[config.mk]
export PLATFORM = sky130hd
export DESIGN_NAME = id_words_device_flat
export DESIGN_NICKNAME = d
export VERILOG_FILES = /design/src/rtl/idw_pkg.sv /design/src/rtl/idw_if.sv /design/src/rtl/id_words_device.sv /design/src/flat_wrapper.sv
export VERILOG_INCLUDE_DIRS = /design/src /design/src/rtl
export SDC_FILE = /design/constraint.sdc
export NUM_CORES = 1
export LEC_CHECK = 0
export BUFFER_PORTS_ARGS = -buffer_cell sky130_fd_sc_hd__buf_2
export CAP_MARGIN = 5
export CORE_UTILIZATION = 50
export CTS_BUF_LIST = sky130_fd_sc_hd__clkbuf_8
export CTS_CLUSTER_SIZE = 40
export DETAILED_ROUTE_END_ITERATION = 8
export PLACE_DENSITY_LB_ADDON = 0.12
export SLEW_MARGIN = 10
export SYNTH_ARGS = -nofsm -noshare
export SYNTH_HDL_FRONTEND = slang
export SYNTH_SLANG_ARGS = --single-unit
[constraint.sdc]
create_clock -name ref_clk -period 4.6 [get_ports ref_clk]
set_input_delay 0.23 -clock ref_clk [delete_from_list [all_inputs] [get_ports ref_clk]]
set_output_delay 0.23 -clock ref_clk [all_outputs]
set_load 0.05 [all_outputs]
[src/rtl/idw_defs.svh]
/*
  constants for the identification words 80..88 and the host's register map.
  assumes nothing; included by bare name.
*/
`ifndef IDW_DEFS_SVH
`define IDW_DEFS_SVH
// word indices inside the identification block
`define W_MAJOR   8'd80
`define W_MINOR   8'd81
`define W_SUPP1   8'd82
`define W_SUPP2   8'd83
`define W_SUPPX   8'd84
`define W_EN1     8'd85
`define W_EN2     8'd86
`define W_DEFLT   8'd87
`define W_NEXT    8'd88
`define W_FIRST   8'd80
// special word values
`define WORD_BLANK_LO 16'h0000
`define WORD_BLANK_HI 16'hffff
`define VALID_MARK    16'h4000
// major version word: revision 2..5 bits start here
`define MAJ_REV_LSB 2
// first supported / first enabled word fields
`define F1_NOP   14
`define F1_BUFRD 13
`define F1_BUFWR 12
`define F1_PROT  10
`define F1_DRST  9
`define F1_SVC   8
`define F1_REL   7
`define F1_LOOK  6
`define F1_WC    5
`define F1_PKT   4
`define F1_PM    3
`define F1_RM    2
`define F1_SEC   1
`define F1_SMON  0
// second supported / second enabled word fields
`define F2_SPIN  6
`define F2_PUIS  5
`define F2_RMSN  4
`define F2_APM   3
`define F2_CF    2
`define F2_QDMA  1
`define F2_UCODE 0
// host register map (byte addresses)
`define REG_CTRL 4'h0
`define REG_STAT 4'h4
`define REG_DATA 4'h8
// control fields
`define CTRL_IDX_LSB 0
`define CTRL_START   8
// status fields
`define ST_BUSY    0
`define ST_DONE    1
`define ST_VER_ABS 2
`define ST_SUP_ABS 3
`define ST_EXT_ABS 4
`define ST_EN_ABS  5
`define ST_DEF_ABS 6
// reset values
`define RST_WORD 16'h0000
`define RST_BUS  32'h0000_0000
`endif

[src/rtl/idw_pkg.sv]
/*
  types shared by both ends of the identification word link.
  assumes the defines of idw_defs.svh for the field layout.
*/
package idw_pkg;
  // capability straps, fixed for the life of the device
  typedef struct packed {
    logic nop, bufRead, bufWrite, protArea, devReset, serviceIrq, releaseIrq;
    logic lookAhead, writeCache, packetSet, powerMgmt, removable, selfMon;
    logic spinupReq, puis, rmsn, apm, compact_flash_feature_set, queuedDma;
    logic microcode;
  } supp_t;
  // live enable state of switchable features
  typedef struct packed {
    logic serviceIrq, releaseIrq, lookAhead, writeCache, security, selfMon;
    logic puis, rmsn, apm;
  } en_t;
  // device end state
  typedef struct packed {
    logic        loaded;
    logic        verOn;
    logic [3:0]  verBits;
    logic [15:0] minor;
    logic        suppOn;
    supp_t       supp;
    logic        enOn;
    en_t         en;
    logic        rdValid;
    logic [15:0] rdData;
  } dev_state_t;
  // host transfer machine
  typedef enum logic [1:0] {
    H_IDLE = 2'b01,
    H_WAIT = 2'b10
  } host_fsm_t;
  // host end state
  typedef struct packed {
    host_fsm_t         fsm;
    logic              rdReq;
    logic [7:0]        wordIdx;
    logic              done;
    logic [15:0]       lastWord;
    logic [7:0][15:0]  words;
    logic [7:0]        seen;
    logic              waitReq;
    logic [31:0]       readData;
  } host_state_t;
endpackage

[src/rtl/idw_if.sv]
/*
  link between the identification word source and its reader.
  assumes both ends run on the same ref_clk.
*/
`timescale 1ns/1ps
interface idw_if;
  logic        rdReq;    // host asks for a word, level
  logic [7:0]  wordIdx;  // word number asked for
  logic        rdValid;  // device answer, one-cycle pulse
  logic [15:0] rdData;   // answered word
  // documented device end
  modport device (input rdReq, input wordIdx, output rdValid, output rdData);
  // reading party end
  modport host (output rdReq, output wordIdx, input rdValid, input rdData);
endinterface

[src/rtl/id_words_device.sv]
/*
  device end: produces identification words 80..88 on request.
  assumes straps are stable at reset release and the host holds a
  request until it sees the answer.
*/
// Contract
// - blank version words mean not reported
// - major bits 5..2 flag revisions supported
// - major bits 14..6 read zero
// - minor code passed through unchanged
// - words 82,83 blank mean no support report
// - first supported word capability bits
// - write cache, packet, self-monitor bits
// - words 83,84,87 carry valid mark
// - second supported word high bits
// - second supported word low bits
// - extension blank means absent, low reserved
// - enabled words blank means absent
// - first enabled word live state bits
// - security, self-monitor, support mirror bits
// - second enabled word bits
// - default word reserved below mark
// - word 88 top bits zero
`timescale 1ns/1ps
`include "idw_defs.svh"
module id_words_device (
  // clock and reset
  input  wire logic        ref_clk,
  input  wire logic        rst,
  // fixed identity, sampled once after reset
  input  wire logic        reportVersion,
  input  wire logic [3:0]  versionSupport,
  input  wire logic [15:0] minorVersion,
  input  wire logic        reportSupport,
  input  wire idw_pkg::supp_t support,
  // live feature state
  input  wire logic        reportEnabled,
  input  wire idw_pkg::en_t enabled,
  // link
  idw_if.device            link
);
  idw_pkg::dev_state_t s_q, s_d;  // whole state

  // builds one word from the held state; unknown indices read zero
  function automatic logic [15:0] build_word(
    input logic [7:0]          idx,
    input idw_pkg::dev_state_t st
  );
    logic [15:0] w;
    w = `RST_WORD;
    unique case (idx)
      `W_MAJOR: begin
        if (st.verOn) begin
          w[`MAJ_REV_LSB +: 4] = st.verBits;
          w[15:`MAJ_REV_LSB+4] = '0;
        end
      end
      `W_MINOR: begin
        if (st.verOn) begin
          w = st.minor;
        end
      end
      `W_SUPP1: begin
        if (st.suppOn) begin
          w[`F1_NOP]   = st.supp.nop;
          w[`F1_BUFRD] = st.supp.bufRead;
          w[`F1_BUFWR] = st.supp.bufWrite;
          w[`F1_PROT]  = st.supp.protArea;
          w[`F1_DRST]  = st.supp.devReset;
          w[`F1_SVC]   = st.supp.serviceIrq;
          w[`F1_REL]   = st.supp.releaseIrq;
          w[`F1_LOOK]  = st.supp.lookAhead;
          w[`F1_WC]    = st.supp.writeCache;
          w[`F1_PKT]   = st.supp.packetSet;
          w[`F1_SMON]  = st.supp.selfMon;
        end
      end
      `W_SUPP2: begin
        if (st.suppOn) begin
          w = `VALID_MARK;
          w[`F2_SPIN]  = st.supp.spinupReq;
          w[`F2_PUIS]  = st.supp.puis;
          w[`F2_RMSN]  = st.supp.rmsn;
          w[`F2_APM]   = st.supp.apm;
          w[`F2_CF]    = st.supp.compact_flash_feature_set;
          w[`F2_QDMA]  = st.supp.queuedDma;
          w[`F2_UCODE] = st.supp.microcode;
        end
      end
      `W_SUPPX: begin
        if (st.suppOn) begin
          w = `VALID_MARK;
        end
      end
      `W_EN1: begin
        if (st.enOn) begin
          w[`F1_NOP]   = st.supp.nop;
          w[`F1_BUFRD] = st.supp.bufRead;
          w[`F1_BUFWR] = st.supp.bufWrite;
          w[`F1_PROT]  = st.supp.protArea;
          w[`F1_DRST]  = st.supp.devReset;
          w[`F1_SVC]   = st.en.serviceIrq;
          w[`F1_REL]   = st.en.releaseIrq;
          w[`F1_LOOK]  = st.en.lookAhead;
          w[`F1_WC]    = st.en.writeCache;
          w[`F1_PKT]   = st.supp.packetSet;
          w[`F1_PM]    = st.supp.powerMgmt;
          w[`F1_RM]    = st.supp.removable;
          w[`F1_SEC]   = st.en.security;
          w[`F1_SMON]  = st.en.selfMon;
        end
      end
      `W_EN2: begin
        if (st.enOn) begin
          w[`F2_SPIN]  = st.supp.spinupReq;
          w[`F2_PUIS]  = st.en.puis;
          w[`F2_RMSN]  = st.en.rmsn;
          w[`F2_APM]   = st.en.apm;
          w[`F2_CF]    = st.supp.compact_flash_feature_set;
          w[`F2_QDMA]  = st.supp.queuedDma;
          w[`F2_UCODE] = st.supp.microcode;
        end
      end
      `W_DEFLT: begin
        if (st.enOn) begin
          w = `VALID_MARK;
        end
      end
      `W_NEXT: begin
        // top bits zero; rest not produced here
        w = `RST_WORD;
      end
      default: begin
        // outside this block's range
        w = `RST_WORD;
      end
    endcase
    return w;
  endfunction

  // next state
  always_comb begin
    s_d = s_q;
    // fixed words caught once, then frozen
    if (!s_q.loaded) begin
      s_d.loaded  = 1'b1;
      s_d.verOn   = reportVersion;
      s_d.verBits = versionSupport;
      s_d.minor   = minorVersion;
      s_d.suppOn  = reportSupport;
      s_d.supp    = support;
    end
    s_d.enOn = reportEnabled;
    s_d.en   = enabled;
    // answer pulse lasts one cycle; a held request is not answered in the cycle right after its answer
    s_d.rdValid = 1'b0;
    if (s_q.loaded && link.rdReq && !s_q.rdValid) begin
      s_d.rdValid = 1'b1;
      s_d.rdData  = build_word(link.wordIdx, s_q);
    end
  end

  // register the state; straps are taken after release, not under reset
  always_ff @(posedge ref_clk) begin
    if (rst) begin
      s_q <= '0;
    end else begin
      s_q <= s_d;
    end
  end

  // link outputs straight from flops
  assign link.rdValid = s_q.rdValid;
  assign link.rdData  = s_q.rdData;
endmodule

[src/flat_wrapper.sv]
// flat-port wrapper written by rule: the top's interface ports become plain ports
module id_words_device_flat 
  (ref_clk, rst, reportVersion, versionSupport, minorVersion, reportSupport, support, reportEnabled, enabled, link_rdReq, link_wordIdx, link_rdValid, link_rdData);
  idw_if link_i ();
  input  wire logic ref_clk;
  input  wire logic rst;
  input  wire logic reportVersion;
  input  wire logic [3:0] versionSupport;
  input  wire logic [15:0] minorVersion;
  input  wire logic reportSupport;
  input  wire idw_pkg::supp_t support;
  input  wire logic reportEnabled;
  input  wire idw_pkg::en_t enabled;
  input wire logic [$bits(link_i.rdReq)-1:0] link_rdReq;
  input wire logic [$bits(link_i.wordIdx)-1:0] link_wordIdx;
  output wire logic [$bits(link_i.rdValid)-1:0] link_rdValid;
  output wire logic [$bits(link_i.rdData)-1:0] link_rdData;
  assign link_i.rdReq = link_rdReq;
  assign link_i.wordIdx = link_wordIdx;
  assign link_rdValid = link_i.rdValid;
  assign link_rdData = link_i.rdData;
  id_words_device u_core (.ref_clk(ref_clk), .rst(rst), .reportVersion(reportVersion), .versionSupport(versionSupport), .minorVersion(minorVersion), .reportSupport(reportSupport), .support(support), .reportEnabled(reportEnabled), .enabled(enabled), .link(link_i));
endmodule
# Word level (Yosys, flattened, before mapping)
# Cells that the tools add are included.
[classes] n_eq_ne=8 n_mux=20 reduce_logical=3
[ops] op="$eq A8 B7 Y1 const B" n=8
[ops] op="$mux W15" n=3
[ops] op="$pmux W4 S7" n=1
[ops] op="$pmux W3 S8" n=1
[ops] op="$pmux W3 S7" n=1
[ops] op="$mux W17" n=1
[ops] op="$mux W16" n=1
[ops] op="$mux W7" n=2
[ops] op="$pmux W2 S7" n=1
[ops] op="$mux W11" n=1
[ops] op="$pmux W1 S5" n=2
[ops] op="$pmux W1 S7" n=1
[ops] op="$mux W3" n=2
[ops] op="$pmux W1 S6" n=1
[ops] op="$mux W4" n=1
[ops] op="$logic_and A1 B1 Y1" n=2
[ops] op="$logic_not A1 Y1" n=1
[ops] op="$mux W1" n=1
[word_totals] reg_bits=70 wordCells=68

# Longest topological paths before layout
[depth] depth_word=3 ltp_mapped=6

# Worst setup path after synthesis
# Ideal clock, no wire load.
[synth_timing] path_type="register -> register" start="reg u_core.s_q, in the netlist u_core.link.rdValid" end="reg u_core.s_q, in the netlist u_core.link.rdData[4]" setup_time_ns=0.122 t_arrival_ns=1.565 slack_ns=2.913 stages_incl_launch_ff=5 path_buffers=0 synth_period_minus_slack_ns=1.687 path_cell_list="dfxtp_1 -> nand3b_2 -> and3_1 -> a211o_1 -> o32a_1"
[synth_via] elab_chain_cells=2
[synth_lines] element="from (decl)" line_no="id_words_device.sv:42" text="idw_pkg::dev_state_t s_q, s_d;"
[synth_lines] element="from (signal assigned)" line_no="id_words_device.sv:166" text="s_q <= '0;"
[synth_lines] element="from (signal assigned)" line_no="id_words_device.sv:168" text="s_q <= s_d;"
[synth_lines] element="$logic_not A1 Y1" line_no="id_words_device.sv:157" text="if (s_q.loaded && link.rdReq && !s_q.rdValid) begin"
[synth_lines] element="$logic_and A1 B1 Y1" line_no="id_words_device.sv:157"
# No other way between the ends.
# A chain may end at the register's enable or synchronous reset.

# Final worst setup path
[layout_timing] start="reg u_core.s_q[69] (netlist name)" end="reg u_core.s_q, in the netlist u_core.link.rdData[4]"
[layout_via] elab_chain_cells=2
[layout_lines] element="$logic_and A1 B1 Y1 (2 in series)" line_no="id_words_device.sv:157"
# No other way between the ends.

==> results.ini <==
[drt]
vias=2447
drtIter0Drc=133
firstDrtPassIters=4
drtAntennaViolNets=0
drc=0
avgRoutedWirePerCell_um=15.3
routed_wl_mm=6.97
via_per_inst=5.37

[worst_setup_path]
criticalPathCategory=reg -> reg
critPathLaunchType=flip-flop
max_stage_delay_ns=0.73
crit_family=flip-flops
worst-r2r-cell-count=4
cp-end-kind=flip-flop
cp_slowest_cell=dfxtp_2
path_depth=4
critical_path_peak_fanout=21
cp.required_ns=4.84
worstPathArrival_ns=2.21
cp_num_buf_inv=0
worstPathCellList=nand3b_2 -> and3_1 -> a211o_1 -> o32a_1

[yosys]
netlist_area_um2=3120
synthCells=325
ys_seq_area_frac=0.449
synth_top_area_cell=dfxtp_1
synth-warning-count=0
synthesis.nets=388
synth_top_area_frac=0.449
synth_cell_type_count=54
synth_seq_cells=70
avgSynthCellArea_um2=9.61
synth-edff-count=0
synth_area_leaders=dfxtp_1 45%, mux2i_1 13%, nor2_1 5.3%
ys.flop_type=dfxtp_1
synthArstFlopShare=0

[timing]
tns_ns=0
slew_violations=0
max_slew_margin=0.319
final_hold_viol_count=0
rsz0062_at_grt=no
fin_hold_ws_ns=0.0914
fmax_mhz=508
finalSetupViolations=0
period_share=0.428
tightest_slew_ns=1.02
fin_worst_skew_ns=0.00749
finalWorstPathRequiredPeriod_ns=1.97

[final_layout]
drive_above_1_share=0.268
final_nets=439
fin_cells=456
insertedDiodeCount=0
postLayoutCellArea_um2=3580
synthToLayoutAreaGrowth_pct=14.5

[power]
seqPwrFrac=0.500
combPwrFrac=0.093
leakage_nw=1.65
p_int_mw=1.01
peakVddDrop_mv=0.259
finalPower_mw=1.32
switching_share=0.237
p_per_area_nw_per_um2=369
power_frac_clock=0.407
p_sw_mw=0.313

[clock_tree]
cts_tree=yes
cts_root_buf=clkbuf_8
cts_hold_buf=0
insertion_delay_ns=0.35
htreeDepth=3
cts_buffers=9
clkSlewWorstSetupHoldPaths_ns=0.07
post_cts_buffers=0
clockBufferDepth=2
clock_sinks=70
post_cts_resized=0

[floorplanning]
core-area_um2=5990
fp.dieArea_um2=6570
die_y_um=81.0
initial_core_util=0.522
num_rows=28
fp.dieW_um=81.0
ios=80

[placement]
io_buffers=79
dp_cells=440
hpwlAfterDp_mm=4.88
gp_congestion=0.754
place_area_um2=3360

[global_route]
grt_pass1_vias=2367
grt-ovfl-total=0
grt_usage=0.235
grt_max_degree=59
antenna_found_initial=0
grt_pass1_wl_mm=11.3

[flow_run]
cap_violations=0

[min_path]
holdCritPathClass=in -> reg
worstHoldPathCells=2

[run_status]
outcome=complete, no violations

## layout by cell type (no fill, tap or decap), types with 7 or more instances in the layout
master	n
a21oi_1	16
buf_2	79
clkbuf_8	10
dfxtp_1	69
mux2i_1	42
nand2_1	13
nand3b_1	7
nand4_1	8
nor2_1	44
nor2b_1	11
## cell usage after synthesis (2+ instances only)
| cell type | instances |
|---|---|
| a21boi_0 | 2 |
| a21oi_1 | 16 |
| a221o_1 | 2 |
| a222oi_1 | 2 |
| a22o_1 | 3 |
| a31oi_1 | 5 |
| and2_1 | 2 |
| and3_1 | 6 |
| and4bb_1 | 2 |
| buf_2 | 11 |
| buf_4 | 18 |
| buf_6 | 4 |
| clkbuf_1 | 7 |
| dfxtp_1 | 70 |
| inv_1 | 3 |
| mux2i_1 | 42 |
| nand2_1 | 13 |
| nand3_1 | 5 |
| nand3b_1 | 7 |
| nand4_1 | 8 |
| nor2_1 | 44 |
| nor2b_1 | 11 |
| o21ai_0 | 6 |
| o21ai_1 | 5 |
| o21bai_1 | 2 |
## stage by stage
step	setup WS (ns)	utilization
final	2.63	0.597
after global routing	2.48	0.597
after CTS	2.62	0.597
after detailed placement	2.29	0.561
after global placement	2.33	0.561
after floorplan	2.91	-
## registers in the layout (all words and copies together), names as in the netlist
name,flops
u_core.s_q,53
u_core.link.rdData,16
u_core.link.rdValid,1
## cells by family after synthesis
family | synth area share
flops | 0.449
buf+inv | 0.0873
simple gates | 0.211
mux | 0.135
compound gates | 0.116
xor+xnor | 0.00280
## worst paths after layout
kind                            slack [ns]                  start                    end
worst min register to register        0.46  u_core.link.rdData[7]  u_core.link.rdData[7]
worst max-delay path                  2.63         u_core.s_q[69]  u_core.link.rdData[4]
worst max register to register        2.63         u_core.s_q[69]  u_core.link.rdData[4]
worst min-delay path                  0.09             enabled[4]         u_core.s_q[21]
## power groups by stage
stage | sequential [mW] | clock [mW] | combinational (mW)
global placement | 0.674 | 0 | 0.122
global route | 0.663 | 0.585 | 0.137
floorplan | 0.662 | 0 | 0.0927
detailed placement | 0.674 | 0 | 0.124
CTS | 0.660 | 0.554 | 0.124
finish | 0.660 | 0.537 | 0.123
## routing by layer
metal | wire length, um | part of all wire | track usage | up-vias
li1 | - | - | - | 1239
met1 | 3040 | 0.44 | 0.289 | 1128
met2 | 3410 | 0.49 | 0.378 | 69
met3 | 372 | 0.053 | 0.0506 | 11
met4 | 155 | 0.022 | 0.132 | 0
met5 | 0 | 0 | 0 | -
## worst register-to-register path, stage by stage (launching register included)
cell	delay (ns)
dfxtp_2	0.73
nand3b_2	0.31
and3_1	0.29
a211o_1	0.22
o32a_1	0.32
## cell type report
class / count / area, um^2
timing repair buffer: 80 / 403
inverter: 3 / 11.3
multi-input combinational: 212 / 1450
tap: 75 / 93.8
fill: 563 / 2410
sequential: 70 / 1400
clock inverter: 6 / 77.6
clock buffer: 10 / 138
(Power assumes the default switching activity.)
